==> src/include/dfh_regs.vh <==
// Function codes, indication bit positions, register offsets and reset values
`ifndef DFH_REGS_VH
`define DFH_REGS_VH
// Request function codes
`define DFH_FC_CONFIRM      8'h00
`define DFH_FC_READ         8'h01
`define DFH_FC_WRITE        8'h02
`define DFH_FC_SELECT       8'h03
`define DFH_FC_OPERATE      8'h04
`define DFH_FC_DIR_OP       8'h05
`define DFH_FC_DIR_OP_NR    8'h06
`define DFH_FC_FRZ          8'h07
`define DFH_FC_FRZ_NR       8'h08
`define DFH_FC_FRZ_CLR      8'h09
`define DFH_FC_FRZ_CLR_NR   8'h0a
`define DFH_FC_COLD         8'h0d
`define DFH_FC_WARM         8'h0e
`define DFH_FC_INIT_APP     8'h10
`define DFH_FC_START_APP    8'h11
`define DFH_FC_STOP_APP     8'h12
`define DFH_FC_UNSOL_EN     8'h14
`define DFH_FC_UNSOL_DIS    8'h15
`define DFH_FC_DELAY        8'h17
`define DFH_FC_REC_TIME     8'h18
`define DFH_FC_OPEN         8'h19
`define DFH_FC_CLOSE        8'h1a
`define DFH_FC_DELETE       8'h1b
`define DFH_FC_FINFO        8'h1c
`define DFH_FC_FAUTH        8'h1d
`define DFH_FC_ABORT        8'h1e
`define DFH_FC_ACT_CFG      8'h1f
`define DFH_FC_AUTH         8'h20
`define DFH_FC_AUTH_NR      8'h21
// Response function codes
`define DFH_FC_RESP         8'h81
`define DFH_FC_UNSOL_RESP   8'h82
`define DFH_FC_AUTH_RESP    8'h83
// Indication bit positions within the 16-bit word (first octet low)
`define DFH_IIN_ALL_ST      0
`define DFH_IIN_CLS1        1
`define DFH_IIN_CLS3        3
`define DFH_IIN_NEED_TIME   4
`define DFH_IIN_LOCAL       5
`define DFH_IIN_TROUBLE     6
`define DFH_IIN_RESTART     7
`define DFH_IIN_NO_FC       8
`define DFH_IIN_OBJ_UNK     9
`define DFH_IIN_PARAM       10
`define DFH_IIN_EVT_OVF     11
`define DFH_IIN_CFG_BAD     13
// Register word indices (as seen on avs_address, not times four)
`define DFH_A_CTRL          4'h0
`define DFH_A_STATUS        4'h1
`define DFH_A_IIN           4'h2
`define DFH_A_LAST_IIN      4'h3
`define DFH_A_SEL_PTS       4'h4
`define DFH_A_COUNT         4'h5
// Control register fields
`define DFH_CTRL_CLR_ERR    0
`define DFH_CTRL_SET_TIME   1
`define DFH_CTRL_UNSOL_REQ  2
`define DFH_CTRL_RESTART    3
// Reset values
`define DFH_RST_W16         16'h0000
`define DFH_RST_W32         32'h00000000
`define DFH_RST_B8          8'h00
`endif

==> src/rtl/dfh_outstation.v <==
// Outstation function code interpreter and internal indication keeper
`timescale 1ns/1ps
`include "dfh_regs.vh"
// Function
// - Confirm sent when request asks confirmation
// - Read request returns object data
// - Write stores objects, clears restart bit
// - Select then operate controls outputs
// - Direct operate, optionally without response
// - Freeze copies counters, optionally silent
// - Freeze-clear copies then zeroes counters
// - Cold restart full, warm restart partial
// - Initialise, start, stop user program
// - Enable or disable unsolicited messages
// - Delay measure and record current time
// - Open, close and delete files
// - File info, file key, abort file
// - Authentication reply with auth response code
// - Responses use response, unsolicited or auth response code
// - All-stations and class event indications
// - Need time, local and trouble indications
// - Restart bit held until master writes
// - Unknown code, object, parameter indications
// - Event overflow with lost event indication
// - Bad config bit; unsupported, reserved zero
// - Last transmitted indications saved for readback
module dfh_outstation #(
  parameter NPTS = 8,             // Counter and output points
  parameter CW   = 32             // Counter width
) (
  input  wire              clk,
  input  wire              arst_n,
  // Decoded request from the link layer (same clock)
  input  wire              req_valid,
  input  wire [7:0]        req_fc,
  input  wire              req_con,         // Confirmation requested
  input  wire              req_all_st,      // All-stations address
  input  wire              req_obj_unk,     // Object not known
  input  wire              req_param_err,   // Qualifier or range unusable
  input  wire [NPTS-1:0]   req_pts,         // Addressed points
  // Device state levels (external, synchronised here)
  input  wire [2:0]        evt_pending,
  input  wire              evt_overflow,
  input  wire              ctl_not_exec,
  input  wire              ctl_fault,
  input  wire              cfg_bad,
  input  wire              drv_configured,  // Driver configured level; its rise sets restart and need-time
  // Counter inputs (same clock), one increment strobe per point
  input  wire [NPTS-1:0]   cnt_inc,
  // Response header out
  output reg               rsp_valid,
  output reg  [7:0]        rsp_fc,
  output reg  [7:0]        rsp_iin1,
  output reg  [7:0]        rsp_iin2,
  output reg               rsp_data,        // Object data follows
  output reg               cfm_valid,       // Confirm fragment
  // Action strobes and levels
  output reg  [NPTS-1:0]   out_apply,       // Control applied to points
  output reg               store_obj,
  output reg               cold_rst,
  output reg               warm_rst,
  output reg  [2:0]        app_cmd,         // Init, start, stop
  output reg               unsol_en,
  output reg               delay_meas,
  output reg               rec_time,
  output reg  [5:0]        file_cmd,        // Open,close,del,info,key,abort
  output reg               act_cfg,
  output reg               auth_msg,
  output reg  [CW-1:0]     frozen_sel,      // Frozen value of point 0
  // Avalon-MM slave
  input  wire [3:0]        avs_address,     // Word index
  input  wire              avs_read,
  input  wire              avs_write,
  input  wire [31:0]       avs_writedata,
  output reg  [31:0]       avs_readdata,
  output reg               avs_waitrequest
);

  ////////////////////////////////////////////////////////////////////////
  // Decode helpers

  // True for codes that expect no response
  function no_rsp;
    input [7:0] fc;
    begin
      no_rsp = (fc == `DFH_FC_DIR_OP_NR) || (fc == `DFH_FC_FRZ_NR) ||
               (fc == `DFH_FC_FRZ_CLR_NR) || (fc == `DFH_FC_AUTH_NR) ||
               (fc == `DFH_FC_CONFIRM);
    end
  endfunction

  // True for any code this block understands
  function known_fc;
    input [7:0] fc;
    begin
      known_fc = (fc <= `DFH_FC_FRZ_CLR_NR) ||
                 (fc >= `DFH_FC_COLD && fc <= `DFH_FC_WARM) ||
                 (fc >= `DFH_FC_INIT_APP && fc <= `DFH_FC_STOP_APP) ||
                 (fc == `DFH_FC_UNSOL_EN) || (fc == `DFH_FC_UNSOL_DIS) ||
                 (fc >= `DFH_FC_DELAY && fc <= `DFH_FC_AUTH_NR);
    end
  endfunction

  ////////////////////////////////////////////////////////////////////////
  // Input synchronisers for external status levels

  // Bits: 7 configured, 6 bad config, 5 fault, 4 not executing, 3 overflow, 2:0 events
  reg [7:0] sy1_q;                // First stage, read only by second
  reg [7:0] sy2_q;                // Second stage
  always @(posedge clk or negedge arst_n) begin
    if (!arst_n) begin
      sy1_q <= 8'h00;
      sy2_q <= 8'h00;
    end else begin
      sy1_q <= {drv_configured, cfg_bad, ctl_fault, ctl_not_exec,
                evt_overflow, evt_pending};
      sy2_q <= sy1_q;
    end
  end
  reg drv_d1_q;                   // Edge detect on configured level
  always @(posedge clk or negedge arst_n) begin
    if (!arst_n) drv_d1_q <= 1'b0;
    else drv_d1_q <= sy2_q[7];
  end
  wire drv_rise = sy2_q[7] & ~drv_d1_q;

  ////////////////////////////////////////////////////////////////////////
  // Register state

  reg [15:0]     sticky_q;        // Latched indication bits
  reg [15:0]     last_iin_q;      // Last transmitted word
  reg [NPTS-1:0] sel_q;           // Points armed by select
  reg            sel_vld_q;
  reg [31:0]     req_cnt_q;       // Requests taken
  reg [CW-1:0]   cnt_q [0:NPTS-1];
  reg [CW-1:0]   frz_q [0:NPTS-1];
  reg            unsol_pend_q;    // Software asked for unsolicited send

  wire bus_wr = avs_write & ~avs_waitrequest;
  wire ctl_wr = bus_wr && (avs_address == `DFH_A_CTRL);
  wire [15:0] iin_now;

  wire is_fc   = req_valid;
  wire fc_frz  = is_fc && (req_fc == `DFH_FC_FRZ || req_fc == `DFH_FC_FRZ_NR);
  wire fc_frzc = is_fc && (req_fc == `DFH_FC_FRZ_CLR || req_fc == `DFH_FC_FRZ_CLR_NR);

  // Live indication word; IIN2.4, .6, .7 stay zero
  assign iin_now = {2'b00, sy2_q[6], 1'b0, sy2_q[3],
                    sticky_q[`DFH_IIN_PARAM:`DFH_IIN_NO_FC],
                    sticky_q[`DFH_IIN_RESTART], sy2_q[5], sy2_q[4],
                    sticky_q[`DFH_IIN_NEED_TIME],
                    sy2_q[2:0], sticky_q[`DFH_IIN_ALL_ST]};

  ////////////////////////////////////////////////////////////////////////
  // Sticky indication bits: sets win over clears

  always @(posedge clk or negedge arst_n) begin
    if (!arst_n) begin
      sticky_q <= `DFH_RST_W16;
    end else begin
      // Software clear of error bits
      if (ctl_wr && avs_writedata[`DFH_CTRL_CLR_ERR]) begin
        sticky_q[`DFH_IIN_ALL_ST] <= 1'b0;
        sticky_q[`DFH_IIN_PARAM:`DFH_IIN_NO_FC] <= 3'b000;
      end
      // Time set by software clears need-time
      if (ctl_wr && avs_writedata[`DFH_CTRL_SET_TIME])
        sticky_q[`DFH_IIN_NEED_TIME] <= 1'b0;
      // Master write clears restart
      if (is_fc && req_fc == `DFH_FC_WRITE)
        sticky_q[`DFH_IIN_RESTART] <= 1'b0;
      // Sets follow, so they win
      if (drv_rise || (ctl_wr && avs_writedata[`DFH_CTRL_RESTART]))
        sticky_q[`DFH_IIN_RESTART] <= 1'b1;
      if (drv_rise)
        sticky_q[`DFH_IIN_NEED_TIME] <= 1'b1;
      if (is_fc && req_all_st)
        sticky_q[`DFH_IIN_ALL_ST] <= 1'b1;
      if (is_fc && !known_fc(req_fc))
        sticky_q[`DFH_IIN_NO_FC] <= 1'b1;
      if (is_fc && req_obj_unk)
        sticky_q[`DFH_IIN_OBJ_UNK] <= 1'b1;
      if (is_fc && req_param_err)
        sticky_q[`DFH_IIN_PARAM] <= 1'b1;
    end
  end

  ////////////////////////////////////////////////////////////////////////
  // Counters with freeze and freeze-clear per point

  genvar g;
  generate
    for (g = 0; g < NPTS; g = g + 1) begin : g_cnt
      always @(posedge clk or negedge arst_n) begin
        if (!arst_n) begin
          cnt_q[g] <= {CW{1'b0}};
          frz_q[g] <= {CW{1'b0}};
        end else if ((fc_frz || fc_frzc) && req_pts[g]) begin
          frz_q[g] <= cnt_q[g];
          // Clear drops an increment landing this cycle
          cnt_q[g] <= fc_frzc ? {CW{1'b0}} : cnt_q[g] + {{(CW-1){1'b0}}, cnt_inc[g]};
        end else if (cnt_inc[g]) begin
          cnt_q[g] <= cnt_q[g] + {{(CW-1){1'b0}}, 1'b1};
        end
      end
    end
  endgenerate

  ////////////////////////////////////////////////////////////////////////
  // Dispatcher: one request a cycle, responses one cycle later

  always @(posedge clk or negedge arst_n) begin
    if (!arst_n) begin
      rsp_valid <= 1'b0;
      rsp_fc <= `DFH_RST_B8;
      rsp_iin1 <= `DFH_RST_B8;
      rsp_iin2 <= `DFH_RST_B8;
      rsp_data <= 1'b0;
      cfm_valid <= 1'b0;
      out_apply <= {NPTS{1'b0}};
      store_obj <= 1'b0;
      cold_rst <= 1'b0;
      warm_rst <= 1'b0;
      app_cmd <= 3'b000;
      unsol_en <= 1'b0;
      delay_meas <= 1'b0;
      rec_time <= 1'b0;
      file_cmd <= 6'h00;
      act_cfg <= 1'b0;
      auth_msg <= 1'b0;
      sel_q <= {NPTS{1'b0}};
      sel_vld_q <= 1'b0;
      last_iin_q <= `DFH_RST_W16;
      req_cnt_q <= `DFH_RST_W32;
      unsol_pend_q <= 1'b0;
      frozen_sel <= {CW{1'b0}};
    end else begin
      // Strobes default low
      rsp_valid <= 1'b0;
      rsp_data <= 1'b0;
      cfm_valid <= 1'b0;
      out_apply <= {NPTS{1'b0}};
      store_obj <= 1'b0;
      cold_rst <= 1'b0;
      warm_rst <= 1'b0;
      app_cmd <= 3'b000;
      delay_meas <= 1'b0;
      rec_time <= 1'b0;
      file_cmd <= 6'h00;
      act_cfg <= 1'b0;
      auth_msg <= 1'b0;
      frozen_sel <= frz_q[0];
      if (is_fc) begin
        req_cnt_q <= req_cnt_q + 32'h00000001;
        cfm_valid <= req_con;
        if (!no_rsp(req_fc)) begin
          rsp_valid <= 1'b1;
          rsp_fc <= (req_fc == `DFH_FC_AUTH) ? `DFH_FC_AUTH_RESP : `DFH_FC_RESP;
          rsp_iin1 <= iin_now[7:0];
          rsp_iin2 <= iin_now[15:8];
          last_iin_q <= iin_now;
        end
        // Any request other than select disarms a pending select
        if (req_fc != `DFH_FC_SELECT)
          sel_vld_q <= 1'b0;
        case (req_fc)
          `DFH_FC_READ:     rsp_data <= 1'b1;
          `DFH_FC_WRITE:    store_obj <= 1'b1;
          `DFH_FC_SELECT: begin
            sel_q <= req_pts;
            sel_vld_q <= 1'b1;
          end
          `DFH_FC_OPERATE: begin
            if (sel_vld_q && sel_q == req_pts)
              out_apply <= req_pts;
          end
          `DFH_FC_DIR_OP, `DFH_FC_DIR_OP_NR: out_apply <= req_pts;
          `DFH_FC_COLD:      cold_rst <= 1'b1;
          `DFH_FC_WARM:      warm_rst <= 1'b1;
          `DFH_FC_INIT_APP:  app_cmd <= 3'b001;
          `DFH_FC_START_APP: app_cmd <= 3'b010;
          `DFH_FC_STOP_APP:  app_cmd <= 3'b100;
          `DFH_FC_UNSOL_EN:  unsol_en <= 1'b1;
          `DFH_FC_UNSOL_DIS: unsol_en <= 1'b0;
          `DFH_FC_DELAY:     delay_meas <= 1'b1;
          `DFH_FC_REC_TIME:  rec_time <= 1'b1;
          `DFH_FC_OPEN:      file_cmd <= 6'h01;
          `DFH_FC_CLOSE:     file_cmd <= 6'h02;
          `DFH_FC_DELETE:    file_cmd <= 6'h04;
          `DFH_FC_FINFO:     file_cmd <= 6'h08;
          `DFH_FC_FAUTH:     file_cmd <= 6'h10;
          `DFH_FC_ABORT:     file_cmd <= 6'h20;
          `DFH_FC_ACT_CFG:   act_cfg <= 1'b1;
          `DFH_FC_AUTH, `DFH_FC_AUTH_NR: auth_msg <= 1'b1;
          default: ;
        endcase
      end else if (unsol_pend_q && unsol_en) begin
        // Unsolicited send only in idle cycles; held until enabled
        unsol_pend_q <= 1'b0;
        rsp_valid <= 1'b1;
        rsp_data <= 1'b1;
        rsp_fc <= `DFH_FC_UNSOL_RESP;
        rsp_iin1 <= iin_now[7:0];
        rsp_iin2 <= iin_now[15:8];
        last_iin_q <= iin_now;
      end
      // Software request last, so a new one landing as the old is sent wins
      if (ctl_wr && avs_writedata[`DFH_CTRL_UNSOL_REQ])
        unsol_pend_q <= 1'b1;
    end
  end

  ////////////////////////////////////////////////////////////////////////
  // Avalon-MM slave: one wait cycle then a one-cycle answer

  always @(posedge clk or negedge arst_n) begin
    if (!arst_n) begin
      avs_waitrequest <= 1'b1;
      avs_readdata <= `DFH_RST_W32;
    end else begin
      // Drop waitrequest for one cycle per access
      avs_waitrequest <= ~((avs_read | avs_write) & avs_waitrequest);
      if ((avs_read | avs_write) && avs_waitrequest) begin
        if (avs_address == `DFH_A_CTRL)
          avs_readdata <= {31'h00000000, unsol_en};
        else if (avs_address == `DFH_A_STATUS)
          avs_readdata <= {30'h00000000, unsol_pend_q, sel_vld_q};
        else if (avs_address == `DFH_A_IIN)
          avs_readdata <= {16'h0000, iin_now};
        else if (avs_address == `DFH_A_LAST_IIN)
          avs_readdata <= {16'h0000, last_iin_q};
        else if (avs_address == `DFH_A_SEL_PTS)
          avs_readdata <= {{(32-NPTS){1'b0}}, sel_q};
        else if (avs_address == `DFH_A_COUNT)
          avs_readdata <= req_cnt_q;
        else
          avs_readdata <= `DFH_RST_W32;  // Unmapped reads as zero
      end
    end
  end

  // Reads have no side effect, so no read strobe is decoded
endmodule // dfh_outstation

==> config.mk <==
export PLATFORM = sky130hd
export DESIGN_NAME = dfh_outstation
export DESIGN_NICKNAME = d
export VERILOG_FILES = /design/src/rtl/dfh_outstation.v
export VERILOG_INCLUDE_DIRS = /design/src /design/src/include
export SDC_FILE = /design/constraint.sdc
export NUM_CORES = 1
export LEC_CHECK = 0
export ABC_CLOCK_PERIOD_IN_PS = 1700
export BUFFER_PORTS_ARGS = -buffer_cell sky130_fd_sc_hd__buf_2
export CORE_UTILIZATION = 35
export CTS_CLUSTER_DIAMETER = 40
export DETAILED_ROUTE_END_ITERATION = 8
export HOLD_SLACK_MARGIN = 0.1
export MAX_ROUTING_LAYER = met4
export PLACE_DENSITY = 0.66
export SETUP_SLACK_MARGIN = 0.02
export SLEW_MARGIN = 5
export SYNTH_ARGS = -nofsm -noshare
export SYNTH_HDL_FRONTEND = slang
export SYNTH_SLANG_ARGS = --single-unit
==> constraint.sdc <==
create_clock -name clk -period 1.7 [get_ports clk]
set_input_delay 0.34 -clock clk [delete_from_list [all_inputs] [get_ports clk]]
set_output_delay 0.34 -clock clk [all_outputs]
set_load 0.005 [all_outputs]
Word-level counts from Yosys, hierarchy flattened
Index checks and enable logic that the tools add are counted.
- register bits: 262
- input port bits: 77
- logic and storage cells: 208
- $add $sub $neg: 3
- $lt $le $gt $ge: 7
- equality and inequality tests: 37
- mux-type cells: 65
- bitwise gates (word level): 7
- reductions and logical operators: 53
- operators with widths (kind ; count):
    2-to-1 mux 32 bit ; 9
    equality test 8 x 5 -> 1 bit, second input constant ; 14
    2-to-1 mux 8 bit ; 11
    adder 32 x 1 -> 32 bit, second input constant ; 2
    2-to-1 mux 16 bit ; 3
    equality test 8 x 4 -> 1 bit, second input constant ; 5
    case mux 6 bit (6 select lines) ; 1
    2-to-1 mux 1 bit ; 34
    adder 32 x 1 -> 32 bit ; 1
    equality test 8 x 3 -> 1 bit, second input constant ; 4
    nonzero test 2 bit ; 11
    logical AND 1 bit ; 19
    equality test 8 x 2 -> 1 bit, second input constant ; 2
    equality test 8 x 6 -> 1 bit, second input constant ; 2
    greater-or-equal comparator 8 x 5 -> 1 bit, second input constant ; 2
    less-or-equal comparator 8 x 4 -> 1 bit, second input constant ; 2
    case mux 8 bit (2 select lines) ; 1
    logical OR 1 bit ; 13
    AND reduction 2 bit ; 5
    case mux 3 bit (3 select lines) ; 1
    equality test 4 x 2 -> 1 bit, second input constant ; 2
    equality test 4 x 3 -> 1 bit, second input constant ; 2
    equality test 8 x 1 -> 1 bit, second input constant ; 1
    equality test 8 bit ; 1
    18 further kinds ; 24

Longest topological paths before layout
Gate-level depths: netlist of the first run.
- depth in word-level cells: 10
- depth in mapped cells: 9

Worst setup path before layout of the first run
No wires, ideal clock.
- path kind: reg2reg
- start: reg cnt_q[224] (netlist bit)
- end: reg cnt_q[246] (netlist bit)
- setup time: 0.133 ns
- arrival: 1.746 ns
- required time: 1.567 ns
- slack: -0.179 ns
- cell stages (with the launch flop): 8
- buffers on the path: 0
- period minus slack after synthesis: 1.879 ns
- cell sequence: dfrtp_1 ha_1 ha_1 nand3_1 nor3_2 a21oi_1 o31ai_1 o21ai_0
- longest elaborated chain between the ends: 3
- elaborated cells between the ends (all ways): 5
- those cells by class: add/sub: 2; mux: 3
- ends and longest elaborated chain (item ; RTL line ; RTL):
    from (decl) ; dfh_outstation.v:135 ; reg [CW-1:0] cnt_q [0:NPTS-1];
    from (signal, indexed assignment) ; dfh_outstation.v:196 ; cnt_q[g] <= {CW{1'b0}};
    from (signal, indexed assignment) ; dfh_outstation.v:201 ; cnt_q[g] <= fc_frzc ? {CW{1'b0}} : cnt_q[g] + {{(CW-1){1'b0}}, cnt_inc[g]};
    from (signal, indexed assignment) ; dfh_outstation.v:203 ; cnt_q[g] <= cnt_q[g] + {{(CW-1){1'b0}}, 1'b1};
    adder 32 x 1 -> 32 bit (on tied branches) ; dfh_outstation.v:203, dfh_outstation.v:201 ;
    2-to-1 mux 32 bit (on tied branches) ; dfh_outstation.v:202, dfh_outstation.v:201 ;
    2-to-1 mux 32 bit * ; dfh_outstation.v:198 ; end else if ((fc_frz || fc_frzc) && req_pts[g]) begin
Every way passes the cells marked *; elsewhere a longest branch is shown, timed or not. The select of a mux whose other input is x is not followed.
A chain may end at the register's enable or synchronous reset.

Worst setup path after layout of the first run
- start: reg cnt_q[224] (netlist bit)
- end: reg cnt_q[253] (netlist bit)
The elaborated chain is that of the path after synthesis.

==> metrics.md, run 1 <==
| Metric | Value |
|---|---|
| Status | finished with violations |
| Failing checks | setup timing |
| Root Driver | clkbuf_16 |
| Proportion of synthesized area in mux cells | 4.90% |
| Sink Count | 238 |
| Largest family of logic cells by synthesized area | simple AND/OR/NAND/NOR gates |
| Area growth syn-to-layout | 48.9% |
| Switching Fraction | 25.0% |
| Post-synth ARST share | 100% |
| Final non-filler cell total | 1763 |
| Hold Vio Cnt, Final | 0 |
| Max Clk Rate | 551 MHz |
| Number of synthesized flops with an enable pin | 0 |
| Die area | 30400 um2 |
| Port Buffers | 150 |
| Multi-input logic area | 4650 um2 |
| Ports | 194 |
| Internal Pwr Total | 12.3 mW |
| Pre-CTS WS | -0.373 ns |
| Die Span Y | 174 um |
| Hpwl dp | 21500 um |
| Number of diodes | 0 |
| Slew Viols, Final | 0 |
| Mean Syn Cell Area | 11.1 um2 |
| Crit end category | register |
| Sequential cell area fraction in the yosys report | 57.2% |
| Area share of and/or/nand/nor cells after synthesis | 17.3% |
| Worst VDD drop | 0.00103 V |
| Largest net degree at the start of global routing | 65 |
| Antenna violations before repair | 0 |
| Post-synthesis register bit count | 238 |
| Vias | 9084 |
| Total core area | 29000 um2 |
| Post-DP Area | 13300 um2 |
| Final WL | 30700 um |
| Total Routing Usage GR | 20.6% |
| Final setup vio count | 17 |
| Top_reg_cell synth | dfrtp_1 |
| Critical path type | register to register |
| Clock buffer depth | 3 |
| Initial Util | 35.9% |
| Required @ worst endpoint | 2.08 ns |
| CTS tree | yes |
| H-tree levels | 2 |
| FP Rows | 62 |
| RSZ-0062 raised after global routing | true |
| Dpl cells | 1650 |
| Relative slew slack | 62.9% |
| DRT iter0 DRCs | 648 |
| DR DRC count | 0 |
| Seq pwr share | 38.4% |
| Clk_lat worst skew | 0.52 ns |
| 1st-pass router iterations | 5 |
| Setup tns final | -0.695 ns |
| WL/cell | 17.4 um |
| MaxCap Viol Count | 0 |
| Layout net count | 1433 |
| Clock-pin slew on the worst setup and hold paths | 0.05 ns |
| Hold Crit Class | input port to register |
| Vias in the first global route | 9278 |
| YS warnings | 0 |
| Least-Margin Pin Slew | 0.557 ns |
| PnR worst setup slack | -0.115 ns |
| Clock Skew | 0.0253 ns |
| Lkg Pwr | 7.59 nW |
| Final instance area | 15500 um2 |
| Post-synthesis xor/xnor area fraction | 3.36% |
| Post-route antenna net violation count | 0 |
| Synth Area in Compound Gates | 13.2% |
| Crit path DAT | 2.19 ns |
| Total CTS buffers | 37 |
| Mapped Cells | 940 |
| Combinational share of power | 13.0% |
| Cell Area, Synth | 10400 um2 |
| CP Max Fanout | 5 |
| Vias per inst | 5.15 |
| P_sw | 4.09 mW |
| Share of cells above drive strength 1 | 43.8% |
| First-pass GRT wire length | 48400 um |
| Pwr dens | 1050 nW/um2 |
| Overflow after GRT | 0 |
| # fillers | 2520 |
| Adder-Cell Fraction of Synth Area | 0.481% |
| GPL Wtd Cong | 0.914 |
| Reg area | 5970 um2 |
| Min Tclk post-route | 1.82 ns |
| Crit start category | register |
| Synth cell types | 80 |
| Clock share of power | 48.6% |
| Die Wd | 174 um |
| Final clock period utilization by the worst path | 107% |
==> worst max-delay path: stages, from the launching register on <==
cell and delay (ns):
dfrtp_2 0.42, ha_4 0.17, buf_6 0.10, nand3_4 0.11, nor4_4 0.32, nand2_1 0.15, a32o_1 0.25, o22a_1 0.18
==> synth_stat cells, types with 3 or more instances <==
master     instances  share of area, %
nor3_2             3              0.29
or3_1              5              0.30
a22o_1            26               2.2
ha_1               4              0.48
o31a_1             5              0.42
clkbuf_1           9              0.32
nand2b_1           8              0.48
buf_1              3              0.11
or2_2              4              0.24
o21a_1             3              0.22
buf_2             22               1.1
o211ai_1           5              0.36
nand4_1           26               1.6
a32oi_1            3              0.25
nand3_1           23               1.1
nand2_1          151               5.4
nor4_1             8              0.48
nor2_1            40               1.4
o21ai_1            3              0.14
mux2_1             3              0.32
dfrtp_1          237                57
xor2_1            19               1.6
nor2b_1            5              0.30
o2111ai_1          3              0.25
a32o_1             8              0.77
mux2_2            17               1.8
and2_1            15              0.90
xnor2_1           21               1.8
nor3_1            23               1.1
mux2_4             9               1.3
and3_1            12              0.72
inv_1             13              0.47
buf_6              5              0.54
buf_4             11              0.79
o31ai_1           12              0.87
a221oi_1           4              0.34
nor3b_1            5              0.36
a31oi_1            5              0.30
a22oi_1           16               1.2
mux2i_1           15               1.4
a21o_1             4              0.29
o21ai_0           46               2.2
a21oi_1           31               1.5
==> final timing paths <==
| check | start | to | slack [ns] | cells after the start |
|---|---|---|---|---|
| setup reg to reg | cnt_q[224]$_DFFE_PN0P_ | cnt_q[253]$_DFFE_PN0P_ | -0.12 | 7 |
| setup / recovery | cnt_q[224]$_DFFE_PN0P_ | cnt_q[253]$_DFFE_PN0P_ | -0.12 | 7 |
| max in group asynchronous | arst_n | req_cnt_q[0]$_DFFE_PN0P_ | 0.64 | 3 |
| hold / removal | avs_writedata[1] | iin_now[4]$_DFFE_PN0P_ | 0.12 | 3 |
| hold reg to reg | sy1_q[0]$_DFF_PN0_ | sy2_q[0]$_DFF_PN0_ | 0.35 | 0 |
| min in group asynchronous | arst_n | avs_readdata[15]$_DFFE_PN0P_ | 0.38 | 2 |
==> sequential cells by signal (all words and copies together), names as in the netlist, 3 cells and up <==
register,count
rsp_iin2,5
sel_q,8
req_cnt_q,32
out_apply,8
frozen_sel,32
avs_readdata,32
sy2_q,8
app_cmd,3
rsp_fc,3
cnt_q,32
file_cmd,6
frz_q,32
rsp_iin1,7
iin_now,6
sy1_q,8
==> placed cells by master, fill, tap and decap left out, drive strengths merged, types with 6 or more instances in the layout <==
cell type	synthesis	final
and2	15	15
clkinv	0	6
conb	1	8
nor2	42	42
a22oi	16	16
nand2	153	153
nand4	28	28
xnor2	21	21
mux2	29	29
buf	42	401
inv	13	21
dfrtp	237	237
a32o	8	8
nor3b	6	6
nand3	23	23
a21oi	31	31
nor3	26	26
xor2	19	19
o21ai	50	50
a22o	26	26
or2	7	7
o31ai	12	12
mux2i	15	15
dlygate4sd3	0	15
nor4	12	12
clkbuf	9	46
and3	12	12
nand2b	8	8
==> power groups by stage <==
stage | logic [mW] | registers (mW) | clock network, mW
5_1_grt | 2.32 | 6.31 | 8.37
4_1_cts | 1.91 | 6.28 | 8.10
3_3_place_gp | 1.79 | 6.35 | 0
3_5_place_dp | 1.83 | 6.36 | 0
2_1_floorplan | 0.864 | 6.31 | 0
6_report | 2.13 | 6.28 | 7.94
==> area by class of cell <==
class                           instances  share of cell area (%)
Timing Repair Buffer                  417                    19.5
Clock buffer                           45                    6.70
Clock inverter                         21                    1.83
Inverter                               13                   0.315
Tap cell                              384                    3.10
Multi-Input combinational cell        645                    30.0
Sequential cell                       238                    38.5
==> cells by family after synthesis <==
family | count (synthesis)
AO/OA/AOI/OAI | 196
XOR/XNOR | 40
adder cells (fa/ha/maj) | 4
buffers and inverters | 64
flip-flops | 238
multiplexers | 44
other | 1
AND/OR/NAND/NOR | 353
==> per-stage QoR <==
step	util (%)	total power [mW]	hold WS, ns
finish	53.4	16.3	0.119
global route	53.4	17.0	0.126
CTS	51.6	16.3	0.104
detailed placement	45.8	8.19	0.335
global placement	45.8	8.14	0.334
floorplan	-	7.18	0.0444
==> what timing repair did <==
action,4_1_cts,5_1_grt
pin swaps,21,38
gates resized for setup,39,91
setup buffers,9,22
cloned,0,1
hold buffers,15,0
endpoints found under the hold margin,68,0
endpoints found under the setup margin,31,49
==> routing by layer <==
metal	GRT usage [%]	up-vias	part of all wire, %	wire [um]
li1	-	4225	-	-
met1	25.4	4469	42	12900
met2	34.7	316	50	15300
met3	2.71	74	5.2	1610
met4	7.16	0	3.0	917
met5	-	-	0	0
Note: power is estimated with default switching activity, not from simulation.
==> run 2: changes to the inputs <==
Settings changed: PLACE_DENSITY 0.66 to default.
==> run 2 against run 1 <==
Compared with the run above: the run still ends with setup timing left; cell area fell by 2.1%; die area did not move; sequential power barely moved.
==> metrics.md, run 2 (synthesized netlist as in run 1, its figures left out) <==
| Metric | Value |
|---|---|
| Pwr dens | 1040 nW/um2 (-1.3%) |
| Final clock period utilization by the worst path | 105% (-2.1 points) |
| Die area | 30400 um2 (unchanged) |
| Initial Util | 35.9% (unchanged) |
| Clk_lat worst skew | 0.51 ns (about the same) |
| PnR worst setup slack | -0.0790 ns (+0.0361 ns) |
| Crit path DAT | 2.16 ns (-0.03 ns) |
| Ports | 194 (unchanged) |
| DRT iter0 DRCs | 493 (-24%) |
| Crit start category | register |
| Root Driver | clkbuf_16 |
| Max Clk Rate | 562 MHz (+2.0%) |
| CP Max Fanout | 6 (+1) |
| FP Rows | 62 (unchanged) |
| Dpl cells | 1637 (-0.79%) |
| Crit end category | register |
| Setup tns final | -0.489 ns (+0.207 ns) |
| Overall Power | 15.8 mW (-3.4%) |
| Final instance area | 15200 um2 (-2.1%) |
| Slew Viols, Final | 0 (unchanged) |
| DR DRC count | 0 (unchanged) |
| Least-Margin Pin Slew | 0.529 ns (-0.0279 ns) |
| Total CTS buffers | 38 (+2.7%) |
| Total core area | 29000 um2 (unchanged) |
| Overflow after GRT | 0 (unchanged) |
| Clock Skew | 0.0189 ns (-0.00640 ns) |
| H-tree levels | 2 (unchanged) |
| 1st-pass router iterations | 4 (-1) |
| Layout net count | 1413 (-1.4%) |
| Lkg Pwr | 7.38 nW (-2.8%) |
| Post-route antenna net violation count | 0 (unchanged) |
| Hold Crit Class | input port to register |
| Largest net degree at the start of global routing | 44 (-32%) |
| Status | finished with violations |
| Leading cell type in the layout, fill and taps excluded | dfrtp_1 |
| Number of diodes | 0 (unchanged) |
| GPL Wtd Cong | 0.857 (-6.2%) |
| Hold Vio Cnt, Final | 0 (unchanged) |
| Failing checks | setup timing |
| MaxCap Viol Count | 0 (unchanged) |
| Die Wd | 174 um (unchanged) |
| Port Buffers | 150 (unchanged) |
| Clock-pin slew on the worst setup and hold paths | 0.06 ns (about the same) |
| Vias | 8786 (-3.3%) |
| RSZ-0062 raised after global routing | true |
| Relative slew slack | 64.5% (+1.6 points) |
| Clock buffer depth | 3 (unchanged) |
| # fillers | 2622 (+4.0%) |
| Antenna violations before repair | 0 (unchanged) |
| Die Span Y | 174 um (unchanged) |
| Final WL | 29100 um (-5.5%) |
| Critical path type | register to register |
| Total Routing Usage GR | 19.8% (-0.85 points) |
| Post-DP Area | 13200 um2 (-0.45%) |
| Highest-count cells in the layout ignoring fill and taps | 226 x dfrtp_1, 199 x buf_4, 150 x nand2_1 |
| Worst VDD drop | 0.000680 V (-34%) |
| Vias in the first global route | 8965 (-3.4%) |
| Final non-filler cell total | 1745 (-1.0%) |
| Sink Count | 238 (unchanged) |
| WL/cell | 16.6 um (-4.5%) |
| Hold slack | 0.127 ns (+0.00796 ns) |
| Min Tclk post-route | 1.78 ns (-0.0361 ns) |
| CTS tree | yes |
| Area growth syn-to-layout | 45.8% |
| Share of cells above drive strength 1 | 41.1% (-2.7 points) |
| First-pass GRT wire length | 46600 um (-3.8%) |
| Required @ worst endpoint | 2.08 ns (about the same) |
| Final setup vio count | 11 (-6) |
| Hpwl dp | 20600 um (-4.2%) |
| Vias per inst | 5.03 (-2.3%) |
[run 2: layer usage]
layer / wire [um] / GRT usage [%] / share of wire (%)
met5: 0 / - / 0
met4: 843 / 7.27 / 2.9
met3: 1320 / 3.63 / 4.5
met2: 13900 / 31.5 / 48
met1: 13000 / 25.1 / 45
[run 2: metrics by stage]
step | worst slack, ns | util [%]
5_1_grt | -0.152 | 52.3
2_1_floorplan | -0.122 | -
6_report | -0.0790 | 52.3
3_3_place_gp | -0.312 | 45.6
3_5_place_dp | -0.316 | 45.6
4_1_cts | -0.0556 | 51.2
[run 2: where the power goes]
group,total (mW),internal (mW),switching (mW),leakage [nW]
clock,7.58,4.70,2.88,0.621
sequential,6.28,6.00,0.278,3.12
combinational,1.93,0.970,0.962,3.64
total,15.8,11.7,4.12,7.38
[run 2: timing repair]
action,in CTS,in global routing
endpoints found under the setup margin,25,47
endpoints found under the hold margin,135,0
gates resized for setup,31,58
pin swaps,14,37
buffers inserted,5,13
gates cloned,0,1
hold buffers,21,0
[run 2: cell type report]
| cell class | instances | area (um2) | share of cell area, % |
|---|---|---|---|
| multi-input combinational | 645 | 4520 | 29.8 |
| tap | 384 | 480 | 3.16 |
| clock inverter | 25 | 250 | 1.65 |
| clock buffer | 44 | 1010 | 6.68 |
| sequential | 238 | 5970 | 39.3 |
| timing repair buffer | 396 | 2890 | 19.1 |
| inverter | 13 | 48.8 | 0.321 |
[run 2: worst max-delay path, stage by stage, from the launching register on]
cell,delay [ns]
dfrtp_2,0.42
ha_4,0.17
ha_4,0.15
nand3_4,0.11
nor3_4,0.26
buf_12,0.16
a311oi_1,0.07
a31oi_1,0.21
o41ai_2,0.11
[run 2: worst paths after layout]
check	startpoint	depth (start not counted)	slack (ns)	to
max	cnt_q[224]$_DFFE_PN0P_	8	-0.08	cnt_q[250]$_DFFE_PN0P_
min	avs_writedata[1]	3	0.13	iin_now[4]$_DFFE_PN0P_
max reg2reg	cnt_q[224]$_DFFE_PN0P_	8	-0.08	cnt_q[250]$_DFFE_PN0P_
min reg2reg	sy1_q[5]$_DFF_PN0_	0	0.34	sy2_q[5]$_DFF_PN0_
max in group asynchronous	arst_n	3	0.76	cnt_q[243]$_DFFE_PN0P_
min in group asynchronous	arst_n	2	0.33	rsp_iin2[1]$_DFFE_PN0P_
